[src/hw/flash_protect_pkg.sv]
// Shared constants for the flash write-protection logic: opcodes, status layout,
// protect-level decoding figures and state encoding.
// Assumes a 25-bit byte address into a 32 MB array and an 8-bit status register.
`default_nettype none

package flash_protect_pkg;

  // Widths
  localparam int ADDR_WIDTH = 25;
  localparam int DATA_WIDTH = 8;

  // Command opcodes seen by this block
  localparam logic [7:0] OPC_WRITE_ENABLE = 8'h06;
  localparam logic [7:0] OPC_WRITE_DISABLE = 8'h04;
  localparam logic [7:0] OPC_WRITE_STATUS = 8'h01;
  localparam logic [7:0] OPC_SET_READ_PARAMS_VOL = 8'hC0;
  localparam logic [7:0] OPC_WRITE_BANK_VOL = 8'h17;
  localparam logic [7:0] OPC_CHIP_ERASE_A = 8'hC7;
  localparam logic [7:0] OPC_CHIP_ERASE_B = 8'h60;

  // Program and erase opcodes that target an address
  localparam int ARRAY_OPC_COUNT = 13;
  localparam logic [7:0] ARRAY_OPCODES [ARRAY_OPC_COUNT] = '{
    8'h02, 8'h12, 8'h32, 8'h38, 8'h34, 8'h3E, 8'hD7,
    8'h20, 8'h21, 8'h52, 8'h5C, 8'hD8, 8'hDC
  };

  // Status register layout
  localparam int SR_WIP_BIT = 0;
  localparam int SR_WEL_BIT = 1;
  localparam int SR_LEVEL_LSB = 2;
  localparam int SR_LEVEL_MSB = 5;
  localparam int SR_QUAD_BIT = 6;
  localparam int SR_SWD_BIT = 7;
  localparam logic [7:0] SR_NV_MASK = 8'hFC;
  localparam logic [7:0] SR_RESET_VALUE = 8'h00;

  // Block geometry
  localparam int BLOCK_64K_LSB = 16;
  localparam int BLOCK_256K_LSB = 18;
  localparam logic [9:0] BLOCKS_64K = 10'h200;
  localparam logic [9:0] BLOCKS_256K = 10'h080;

  // Protect level figures
  localparam logic [3:0] LEVEL_NONE = 4'h0;
  localparam logic [3:0] LEVEL_ONE = 4'h1;
  localparam logic [3:0] LEVEL_LAST_DOUBLING = 4'h9;
  localparam logic [3:0] LEVEL_ALL = 4'hF;
  localparam logic [4:0] TAIL_SHIFT_BASE = 5'h11;

  typedef enum logic [1:0] {
    ST_IDLE,
    ST_STATUS_WRITE,
    ST_ARRAY_BUSY
  } ctrl_state_type;

endpackage

`default_nettype wire

[src/hw/protect_range_decode.sv]
// Decodes a protect level and top/bottom choice into a hit flag for one address.
// Assumes the level, selection and block-size option are stable while decoding.
`default_nettype none

module protect_range_decode (
  input wire logic [3:0] level_in,
  input wire logic top_bottom_in,
  input wire logic block_256k_in,
  input wire logic [flash_protect_pkg::ADDR_WIDTH-1:0] addr_in,
  output logic hit_out
);
  import flash_protect_pkg::*;

  // Counts of protected blocks for each geometry
  wire [9:0] doubling = 10'h001 << (level_in - LEVEL_ONE);
  wire [4:0] tail_shift = TAIL_SHIFT_BASE - {1'b0, level_in};
  wire [9:0] tail_count = BLOCKS_64K - (10'h001 << tail_shift);
  wire [9:0] count_64k = (level_in == LEVEL_NONE) ? 10'h000 :
                         (level_in <= LEVEL_LAST_DOUBLING) ? doubling :
                         (level_in == LEVEL_ALL) ? BLOCKS_64K : tail_count;
  wire [9:0] count_256k = level_in[3] ? BLOCKS_256K :
                          (level_in == LEVEL_NONE) ? 10'h000 : doubling;

  // Geometry selection; the 256 KB index simply drops two address bits
  wire [9:0] count = block_256k_in ? count_256k : count_64k;
  wire [9:0] total = block_256k_in ? BLOCKS_256K : BLOCKS_64K;
  wire [9:0] index = block_256k_in ? {3'b000, addr_in[ADDR_WIDTH-1:BLOCK_256K_LSB]}
                                   : {1'b0, addr_in[ADDR_WIDTH-1:BLOCK_64K_LSB]};

  // Top range ends at the last block, bottom range starts at block zero
  wire [9:0] index_plus = index + count;
  wire top_hit = index_plus >= total;
  wire bottom_hit = index < count;

  assign hit_out = (count != 10'h000) && (top_bottom_in ? bottom_hit : top_hit);

endmodule

`default_nettype wire

[src/hw/flash_block_write_protect.sv]
// Write-protection decision logic of a serial flash: status register, write
// enable latch, block-protect check, chip-erase guard and WP/HOLD pin roles.
// Assumes commands arrive already decoded, one per cmd_valid_in pulse, and that
// an external non-volatile cell stores the status bits across power cycles.
`default_nettype none

// Function
// - The volatile read-parameter command C0h and volatile bank command 17h are accepted with the latch clear.
// - A program or erase whose target lies inside the protected region is inhibited.
// - Chip erase is ignored unless all four protect-level bits are zero.
// - With the status write disable bit at zero the status register stays writable whatever the WP pin does.
// - With that bit at one, quad enable at zero and WP low, a status write is ignored and its bits stay read-only.
// - With that bit at one and WP high, a status write still changes the register.
// - With quad enable at zero the WP and HOLD/RESET pins keep their control roles.
// - With quad enable at one those two pins serve as data lines IO2 and IO3.
// - Quad enable, the status write disable bit and the four protect-level bits are kept non-volatile and reloaded at reset.
// - With 64 KB blocks levels protect none, 1 doubling to 256, then 384 to 504, and all 512 at level 15.
// - Top selection places the range so that it ends at the highest block.
// - Bottom selection places the range so that it starts at block zero.
// - With 256 KB blocks levels 1 to 7 protect 1 to 64 blocks and any level with the top bit protects all.
module flash_block_write_protect (
  input wire logic mclk_in,
  input wire logic rst_in,
  input wire logic cmd_valid_in,
  input wire logic [7:0] cmd_opcode_in,
  input wire logic [flash_protect_pkg::ADDR_WIDTH-1:0] cmd_addr_in,
  input wire logic [flash_protect_pkg::DATA_WIDTH-1:0] cmd_data_in,
  input wire logic write_protect_n_in,
  input wire logic hold_reset_n_in,
  input wire logic top_bottom_select_in,
  input wire logic block_256k_in,
  input wire logic [flash_protect_pkg::DATA_WIDTH-1:0] nv_status_in,
  input wire logic nv_write_done_in,
  input wire logic array_done_in,
  output logic [flash_protect_pkg::DATA_WIDTH-1:0] status_out,
  output logic array_start_out,
  output logic [7:0] array_opcode_out,
  output logic [flash_protect_pkg::ADDR_WIDTH-1:0] array_addr_out,
  output logic op_inhibited_out,
  output logic cmd_ignored_out,
  output logic volatile_cmd_out,
  output logic [7:0] volatile_opcode_out,
  output logic nv_write_out,
  output logic [flash_protect_pkg::DATA_WIDTH-1:0] nv_status_out,
  output logic quad_enable_out,
  output logic wp_function_out,
  output logic hold_function_out,
  output logic hold_asserted_out,
  output logic status_locked_out
);
  import flash_protect_pkg::*;

  ctrl_state_type state_q;
  ctrl_state_type state_d;
  logic [DATA_WIDTH-1:0] status_q;
  logic [DATA_WIDTH-1:0] status_d;
  logic range_hit;

  // Opcode classification
  wire [ARRAY_OPC_COUNT-1:0] array_match;
  genvar gi;
  generate
    for (gi = 0; gi < ARRAY_OPC_COUNT; gi++) begin : g_array_opc
      assign array_match[gi] = (cmd_opcode_in == ARRAY_OPCODES[gi]);
    end
  endgenerate

  wire is_array_op = |array_match;
  wire is_write_enable_cmd = (cmd_opcode_in == OPC_WRITE_ENABLE);
  wire is_write_disable_cmd = (cmd_opcode_in == OPC_WRITE_DISABLE);
  wire is_write_status_cmd = (cmd_opcode_in == OPC_WRITE_STATUS);
  wire is_chip_erase = (cmd_opcode_in == OPC_CHIP_ERASE_A) || (cmd_opcode_in == OPC_CHIP_ERASE_B);

  // Volatile pair; these skip the latch, so they never count as write types
  wire is_volatile = (cmd_opcode_in == OPC_SET_READ_PARAMS_VOL) || (cmd_opcode_in == OPC_WRITE_BANK_VOL);

  // Commands that need the latch and report a refusal when not acted on
  wire is_write_type = is_write_status_cmd || is_array_op || is_chip_erase;

  // Current status fields
  wire latch_set = status_q[SR_WEL_BIT];
  wire [3:0] protect_level = status_q[SR_LEVEL_MSB:SR_LEVEL_LSB];
  wire quad_enable = status_q[SR_QUAD_BIT];
  wire status_write_disable = status_q[SR_SWD_BIT];
  wire level_zero = (protect_level == LEVEL_NONE);

  // Only an idle device acts on commands; a busy one ignores them all
  wire idle = (state_q == ST_IDLE);
  wire accept = cmd_valid_in && idle;

  // Hardware protection; with quad enable set the WP pin is a data line and cannot lock
  wire wp_pin_low = !quad_enable && !write_protect_n_in;
  wire status_locked = status_write_disable && wp_pin_low;

  // Address check of the target against the protected range
  protect_range_decode u_range (
    .level_in(protect_level),
    .top_bottom_in(top_bottom_select_in),
    .block_256k_in(block_256k_in),
    .addr_in(cmd_addr_in),
    .hit_out(range_hit)
  );

  // Go decisions; each write type needs the latch except the volatile pair
  wire status_write_go = accept && is_write_status_cmd && latch_set && !status_locked;
  wire array_go = accept && is_array_op && latch_set && !range_hit;
  wire chip_go = accept && is_chip_erase && latch_set && level_zero;
  wire volatile_go = accept && is_volatile;
  wire start_go = array_go || chip_go;

  // Protection refusals, reported separately from plain ignores
  wire range_block = is_array_op && range_hit;
  wire chip_block = is_chip_erase && !level_zero;
  wire inhibit = accept && latch_set && (range_block || chip_block);

  // Any command while busy, or a write type refused for missing latch, locked status or protected target
  wire write_refused = accept && is_write_type && !(status_write_go || start_go);
  wire ignored = (cmd_valid_in && !idle) || write_refused;

  // Status register write value; the latch and busy bits are never written this way
  wire [DATA_WIDTH-1:0] status_write_value = (cmd_data_in & SR_NV_MASK) | (status_q & ~SR_NV_MASK);

  // Completion events; each ends the busy period and drops the latch in the same update
  wire status_write_done = (state_q == ST_STATUS_WRITE) && nv_write_done_in;
  wire array_op_done = (state_q == ST_ARRAY_BUSY) && array_done_in;
  wire op_done = status_write_done || array_op_done;

  // Next status: unlocked writes pass regardless of WP when the disable bit is clear
  always_comb begin
    status_d = status_q;
    if (status_write_go) begin
      status_d = status_write_value;
    end
    if (accept && is_write_disable_cmd) begin
      status_d[SR_WEL_BIT] = 1'b0;
    end
    if (op_done) begin
      status_d[SR_WEL_BIT] = 1'b0;
    end
    if (accept && is_write_enable_cmd) begin
      status_d[SR_WEL_BIT] = 1'b1;
    end
    status_d[SR_WIP_BIT] = 1'b0;
  end

  // Control sequence: a status write waits for the cell, an array op for the engine
  always_comb begin
    state_d = state_q;
    case (state_q)
      ST_IDLE: begin
        if (status_write_go) begin
          state_d = ST_STATUS_WRITE;
        end else if (start_go) begin
          state_d = ST_ARRAY_BUSY;
        end
      end
      ST_STATUS_WRITE: begin
        if (nv_write_done_in) begin
          state_d = ST_IDLE;
        end
      end
      ST_ARRAY_BUSY: begin
        if (array_done_in) begin
          state_d = ST_IDLE;
        end
      end
      default: begin
        state_d = ST_IDLE;
      end
    endcase
  end

  // Busy flag shown in status follows the next state so reads see it at once
  wire busy_d = (state_d != ST_IDLE);
  wire [DATA_WIDTH-1:0] status_view_d = {status_d[DATA_WIDTH-1:1], busy_d};

  // Pin roles from the next quad enable value, so outputs track status writes
  wire quad_d = status_d[SR_QUAD_BIT];
  wire locked_d = status_d[SR_SWD_BIT] && !quad_d && !write_protect_n_in;
  wire hold_d = !quad_d && !hold_reset_n_in;

  // Control state
  always_ff @(posedge mclk_in) begin
    if (rst_in) begin
      state_q <= ST_IDLE;
    end else begin
      state_q <= state_d;
    end
  end

  // Status bits; reset reloads the kept bits from the non-volatile cell
  always_ff @(posedge mclk_in) begin
    if (rst_in) begin
      status_q <= (nv_status_in & SR_NV_MASK) | SR_RESET_VALUE;
    end else begin
      status_q <= status_d;
    end
  end

  // Cell update request; the new value is written back so it survives power loss
  always_ff @(posedge mclk_in) begin
    if (rst_in) begin
      nv_write_out <= 1'b0;
      nv_status_out <= SR_RESET_VALUE;
    end else begin
      nv_write_out <= status_write_go;
      if (status_write_go) begin
        nv_status_out <= status_write_value & SR_NV_MASK;
      end
    end
  end

  // Array engine start pulse; one cycle per accepted launch
  always_ff @(posedge mclk_in) begin
    if (rst_in) begin
      array_start_out <= 1'b0;
    end else begin
      array_start_out <= start_go;
    end
  end

  // Launch opcode and address held for the engine until the next start
  always_ff @(posedge mclk_in) begin
    if (rst_in) begin
      array_opcode_out <= 8'h00;
      array_addr_out <= '0;
    end else if (start_go) begin
      array_opcode_out <= cmd_opcode_in;
      array_addr_out <= cmd_addr_in;
    end
  end

  // Volatile commands are handed on without touching the latch
  always_ff @(posedge mclk_in) begin
    if (rst_in) begin
      volatile_cmd_out <= 1'b0;
    end else begin
      volatile_cmd_out <= volatile_go;
    end
  end

  // Last volatile opcode, held so the parameter logic can pick it up late
  always_ff @(posedge mclk_in) begin
    if (rst_in) begin
      volatile_opcode_out <= 8'h00;
    end else if (volatile_go) begin
      volatile_opcode_out <= cmd_opcode_in;
    end
  end

  // Protection refusal pulse, only when the latch would otherwise have allowed it
  always_ff @(posedge mclk_in) begin
    if (rst_in) begin
      op_inhibited_out <= 1'b0;
    end else begin
      op_inhibited_out <= inhibit;
    end
  end

  // Ignore pulse; busy, missing latch, lock and protection all look alike here
  always_ff @(posedge mclk_in) begin
    if (rst_in) begin
      cmd_ignored_out <= 1'b0;
    end else begin
      cmd_ignored_out <= ignored;
    end
  end

  // Status view; registered so the host never sees a half-updated byte
  always_ff @(posedge mclk_in) begin
    if (rst_in) begin
      status_out <= SR_RESET_VALUE;
    end else begin
      status_out <= status_view_d;
    end
  end

  // Pin roles; quad mode frees both pins as data lines
  always_ff @(posedge mclk_in) begin
    if (rst_in) begin
      quad_enable_out <= 1'b0;
      wp_function_out <= 1'b0;
      hold_function_out <= 1'b0;
    end else begin
      quad_enable_out <= quad_d;
      wp_function_out <= !quad_d;
      hold_function_out <= !quad_d;
    end
  end

  // Pin-derived levels; both read the raw pins, so they lag them by one edge
  always_ff @(posedge mclk_in) begin
    if (rst_in) begin
      hold_asserted_out <= 1'b0;
      status_locked_out <= 1'b0;
    end else begin
      hold_asserted_out <= hold_d;
      status_locked_out <= locked_d;
    end
  end

endmodule

`default_nettype wire

[config.mk]
export PLATFORM = sky130hd
export DESIGN_NAME = flash_block_write_protect
export DESIGN_NICKNAME = d
export VERILOG_FILES = /design/src/hw/flash_protect_pkg.sv /design/src/hw/protect_range_decode.sv /design/src/hw/flash_block_write_protect.sv
export SDC_FILE = /design/constraint.sdc
export NUM_CORES = 1
export LEC_CHECK = 0
export ABC_AREA = 1
export BUFFER_PORTS_ARGS = -buffer_cell sky130_fd_sc_hd__buf_2
export CAP_MARGIN = 20
export CORE_ASPECT_RATIO = 2
export CORE_MARGIN = 5
export CORE_UTILIZATION = 53
export CTS_CLUSTER_SIZE = 24
export DETAILED_ROUTE_END_ITERATION = 8
export PLACE_DENSITY = 0.8
export REMOVE_ABC_BUFFERS = 1
export SYNTH_ARGS = -nofsm -noshare
export SYNTH_HDL_FRONTEND = slang
export SYNTH_SLANG_ARGS = --single-unit
[constraint.sdc]
create_clock -name mclk_in -period 5.7 [get_ports mclk_in]
set_input_delay 1.14 -clock mclk_in [delete_from_list [all_inputs] [get_ports mclk_in]]
set_output_delay 1.14 -clock mclk_in [all_outputs]
set_load 0.01 [all_outputs]
==> results.json <==
{
  "gr-usage-met3": 0.0467,
  "max_slew_margin": 0.571,
  "grt_pass1_vias": 4578,
  "met1_usage": 0.225,
  "synth.avg_cell_area_um2": 6.45,
  "fmax_mhz": 191,
  "cap_violations": 0,
  "cp-start-kind": "flip-flop",
  "cp_top_family": "simple AND/OR/NAND/NOR gates",
  "syn_inst": 667,
  "timing.final.ws_setup_ns": 0.460,
  "drive_above_1_share": 0.212,
  "hold_depth": 2,
  "final_hold_viol_count": 0,
  "reg2regPathDepth": 35,
  "area_growth_pct": 22.1,
  "chipHeight_um": 137,
  "synth-seq-cells": 71,
  "worstMarginPinSlew_ns": 0.644,
  "timing.final.crit_share": 0.919,
  "grt_antenna_before_repair": 0,
  "peakVddDrop_uv": 209,
  "grt_max_degree": 68,
  "cts_setup_buffers": 0,
  "leakage_nw": 2.98,
  "antenna_cells": 0,
  "hpwl_mm": 9.76,
  "finalSetupViolCount": 0,
  "rsz0062_at_grt": "false",
  "setup-tns-final_ns": 0,
  "pwr-share-comb": 0.192,
  "clkPwrFrac": 0.425,
  "final_common_cell": "nand2_1",
  "end_kind": "flip-flop",
  "grt_pass1_wl_mm": 19.8,
  "cp_num_buf_inv": 5,
  "vias": 4677,
  "routedWlPerCell_um": 14.3,
  "gp_congestion": 0.961,
  "crit_top_cell": "nand2_1",
  "clk_pin_slew_worst_paths_ns": 0.06,
  "cts-root-buf": "clkbuf_16",
  "synth_cell_type_count": 42,
  "synth-main-ff-cell": "dfxtp_1",
  "grt-busiest-layer": "met2",
  "crit_required_ns": 5.92,
  "critPathArrivalTime_ns": 5.46,
  "vias_per_cell": 5.31,
  "drc": 0,
  "status": "complete, no violations",
  "cts_buffers": 9,
  "dieArea_mm2": 0.0101,
  "cts_resized": 0,
  "netlist_area_mm2": 0.00430,
  "max_stage_delay_ns": 0.37,
  "place_ws_ns": 0.452,
  "start_util": 0.542,
  "grt_overflow": 0,
  "cts_buffer_depth": 2,
  "holdBufCountCts": 0,
  "seq_area_frac_synth": 0.330,
  "crit_fanout": 39,
  "clock_latency_ns": 0.34,
  "grt_usage": 0.250,
  "crit_slowest_cell": "ha_1",
  "row_count": 46,
  "cts.sinks": 71,
  "coreArea_mm2": 0.00794,
  "finalClockSkew_ns": 0.00523,
  "nets": 860,
  "yosysWarnings": 0,
  "die_w_um": 73.7,
  "ant_nets": 0,
  "seqPwrFrac": 0.383,
  "critical_path_class": "reg2reg",
  "cts_tree": "done",
  "io_pins": 125,
  "p_sw_mw": 0.397,
  "slew_viol_final": 0,
  "p_int_mw": 0.937,
  "most-common-layout-cells": "144 x nand2_1, 118 x buf_2, 96 x inv_1, 96 x nor2_1, 71 x dfxtp_1",
  "p_sw_frac": 0.297,
  "synth-edff-count": 0,
  "wl_mm": 12.6,
  "portBuffers": 118,
  "firstDrtPassIters": 5,
  "synthArstFlopShare": 0,
  "crit_cells": 35,
  "cts_max_level": 3,
  "first_iter_violations": 190,
  "fin_crit_ns": 5.24,
  "p_per_area_mw_per_mm2": 254,
  "hold_class": "reg2reg",
  "met2_usage": 0.492
}
## registers in the layout, indices dropped and copies added, names as in the netlist
signal               flops
hold_function_out        1
array_addr_out          25
array_start_out          1
nv_write_out             1
status_q                 6
nv_status_out            6
volatile_opcode_out      8
state_q                  2
status_locked_out        1
status_out               8
array_opcode_out         8
volatile_cmd_out         1
hold_asserted_out        1
cmd_ignored_out          1
op_inhibited_out         1
## cell usage after synthesis (4+ instances only)
cell      count  area share
nand2_2       5      0.0073
buf_6         4       0.010
dfxtp_1      71        0.33
buf_4         6       0.010
nor3_1        9       0.010
ha_1         22       0.064
nand4_1      11       0.016
nand3_1      66       0.077
nand2_1     144        0.13
clkbuf_1     13       0.011
o21ai_0      16       0.019
buf_2         6      0.0070
a31oi_1       4      0.0058
inv_2         7      0.0061
a21o_1        5      0.0087
a21oi_1      52       0.060
xor2_1        5       0.010
nor2_1       96       0.084
inv_1        96       0.084
## per-layer routing
layer,up-vias,part of all wire
met3,42,0.043
met4,0,0.048
li1,2341,-
met2,142,0.57
met5,-,0
met1,2152,0.34
## final timing paths
kind	from	endpoint	slack, ns
hold reg to reg	volatile_opcode_out[5]	volatile_opcode_out[5]	0.44
setup / recovery	status_q[4]	array_opcode_out[7]	0.46
hold / removal	volatile_opcode_out[5]	volatile_opcode_out[5]	0.44
setup reg to reg	status_q[4]	array_opcode_out[7]	0.46
## logic make-up (layout without fill, tap and decap cells)
group | count (synthesis) | count (layout) | share of synthesized area
AND/OR/NAND/NOR | 340 | 340 | 0.338
XOR/XNOR | 6 | 6 | 0.0122
adder cells (fa/ha/maj) | 23 | 23 | 0.0686
other | 1 | 2 | 0.000872
flip-flops | 71 | 71 | 0.330
AO/OA/AOI/OAI | 91 | 91 | 0.119
buffers and inverters | 135 | 251 | 0.132
## per-stage QoR
stage | cell area, µm² | util | power, mW | instances | hold slack, ns
floorplan | 4130 | - | 0.683 | 637 | 0.461
global placement | 4950 | 0.623 | 0.765 | 864 | 0.428
detailed placement | 4950 | 0.623 | 0.772 | 864 | 0.428
CTS | 5250 | 0.661 | 1.34 | 880 | 0.439
global route | 5250 | 0.661 | 1.40 | 880 | 0.472
finish | 5250 | 0.661 | 1.33 | 880 | 0.440
## worst min-delay path, cell delays in order, from the launching register on
cell and delay (ns):
dfxtp_1 0.31, nand2_1 0.06, nor2_1 0.03
## power by group through the flow
stage | Sequential (mW) | Clock (mW) | Combinational (mW)
finish | 0.511 | 0.567 | 0.255
floorplan | 0.525 | 0 | 0.158
global route | 0.512 | 0.598 | 0.286
global placement | 0.521 | 0 | 0.244
CTS | 0.511 | 0.573 | 0.252
detailed placement | 0.522 | 0 | 0.251
## area by class of cell
cell class	count	area, µm²
tap	96	120
multi-input combinational	462	2320
clock inverter	6	67.6
sequential	71	1420
fill	754	2690
timing repair buffer	131	701
inverter	104	390
clock buffer	10	229
Power figures use the tool's default switching activity.
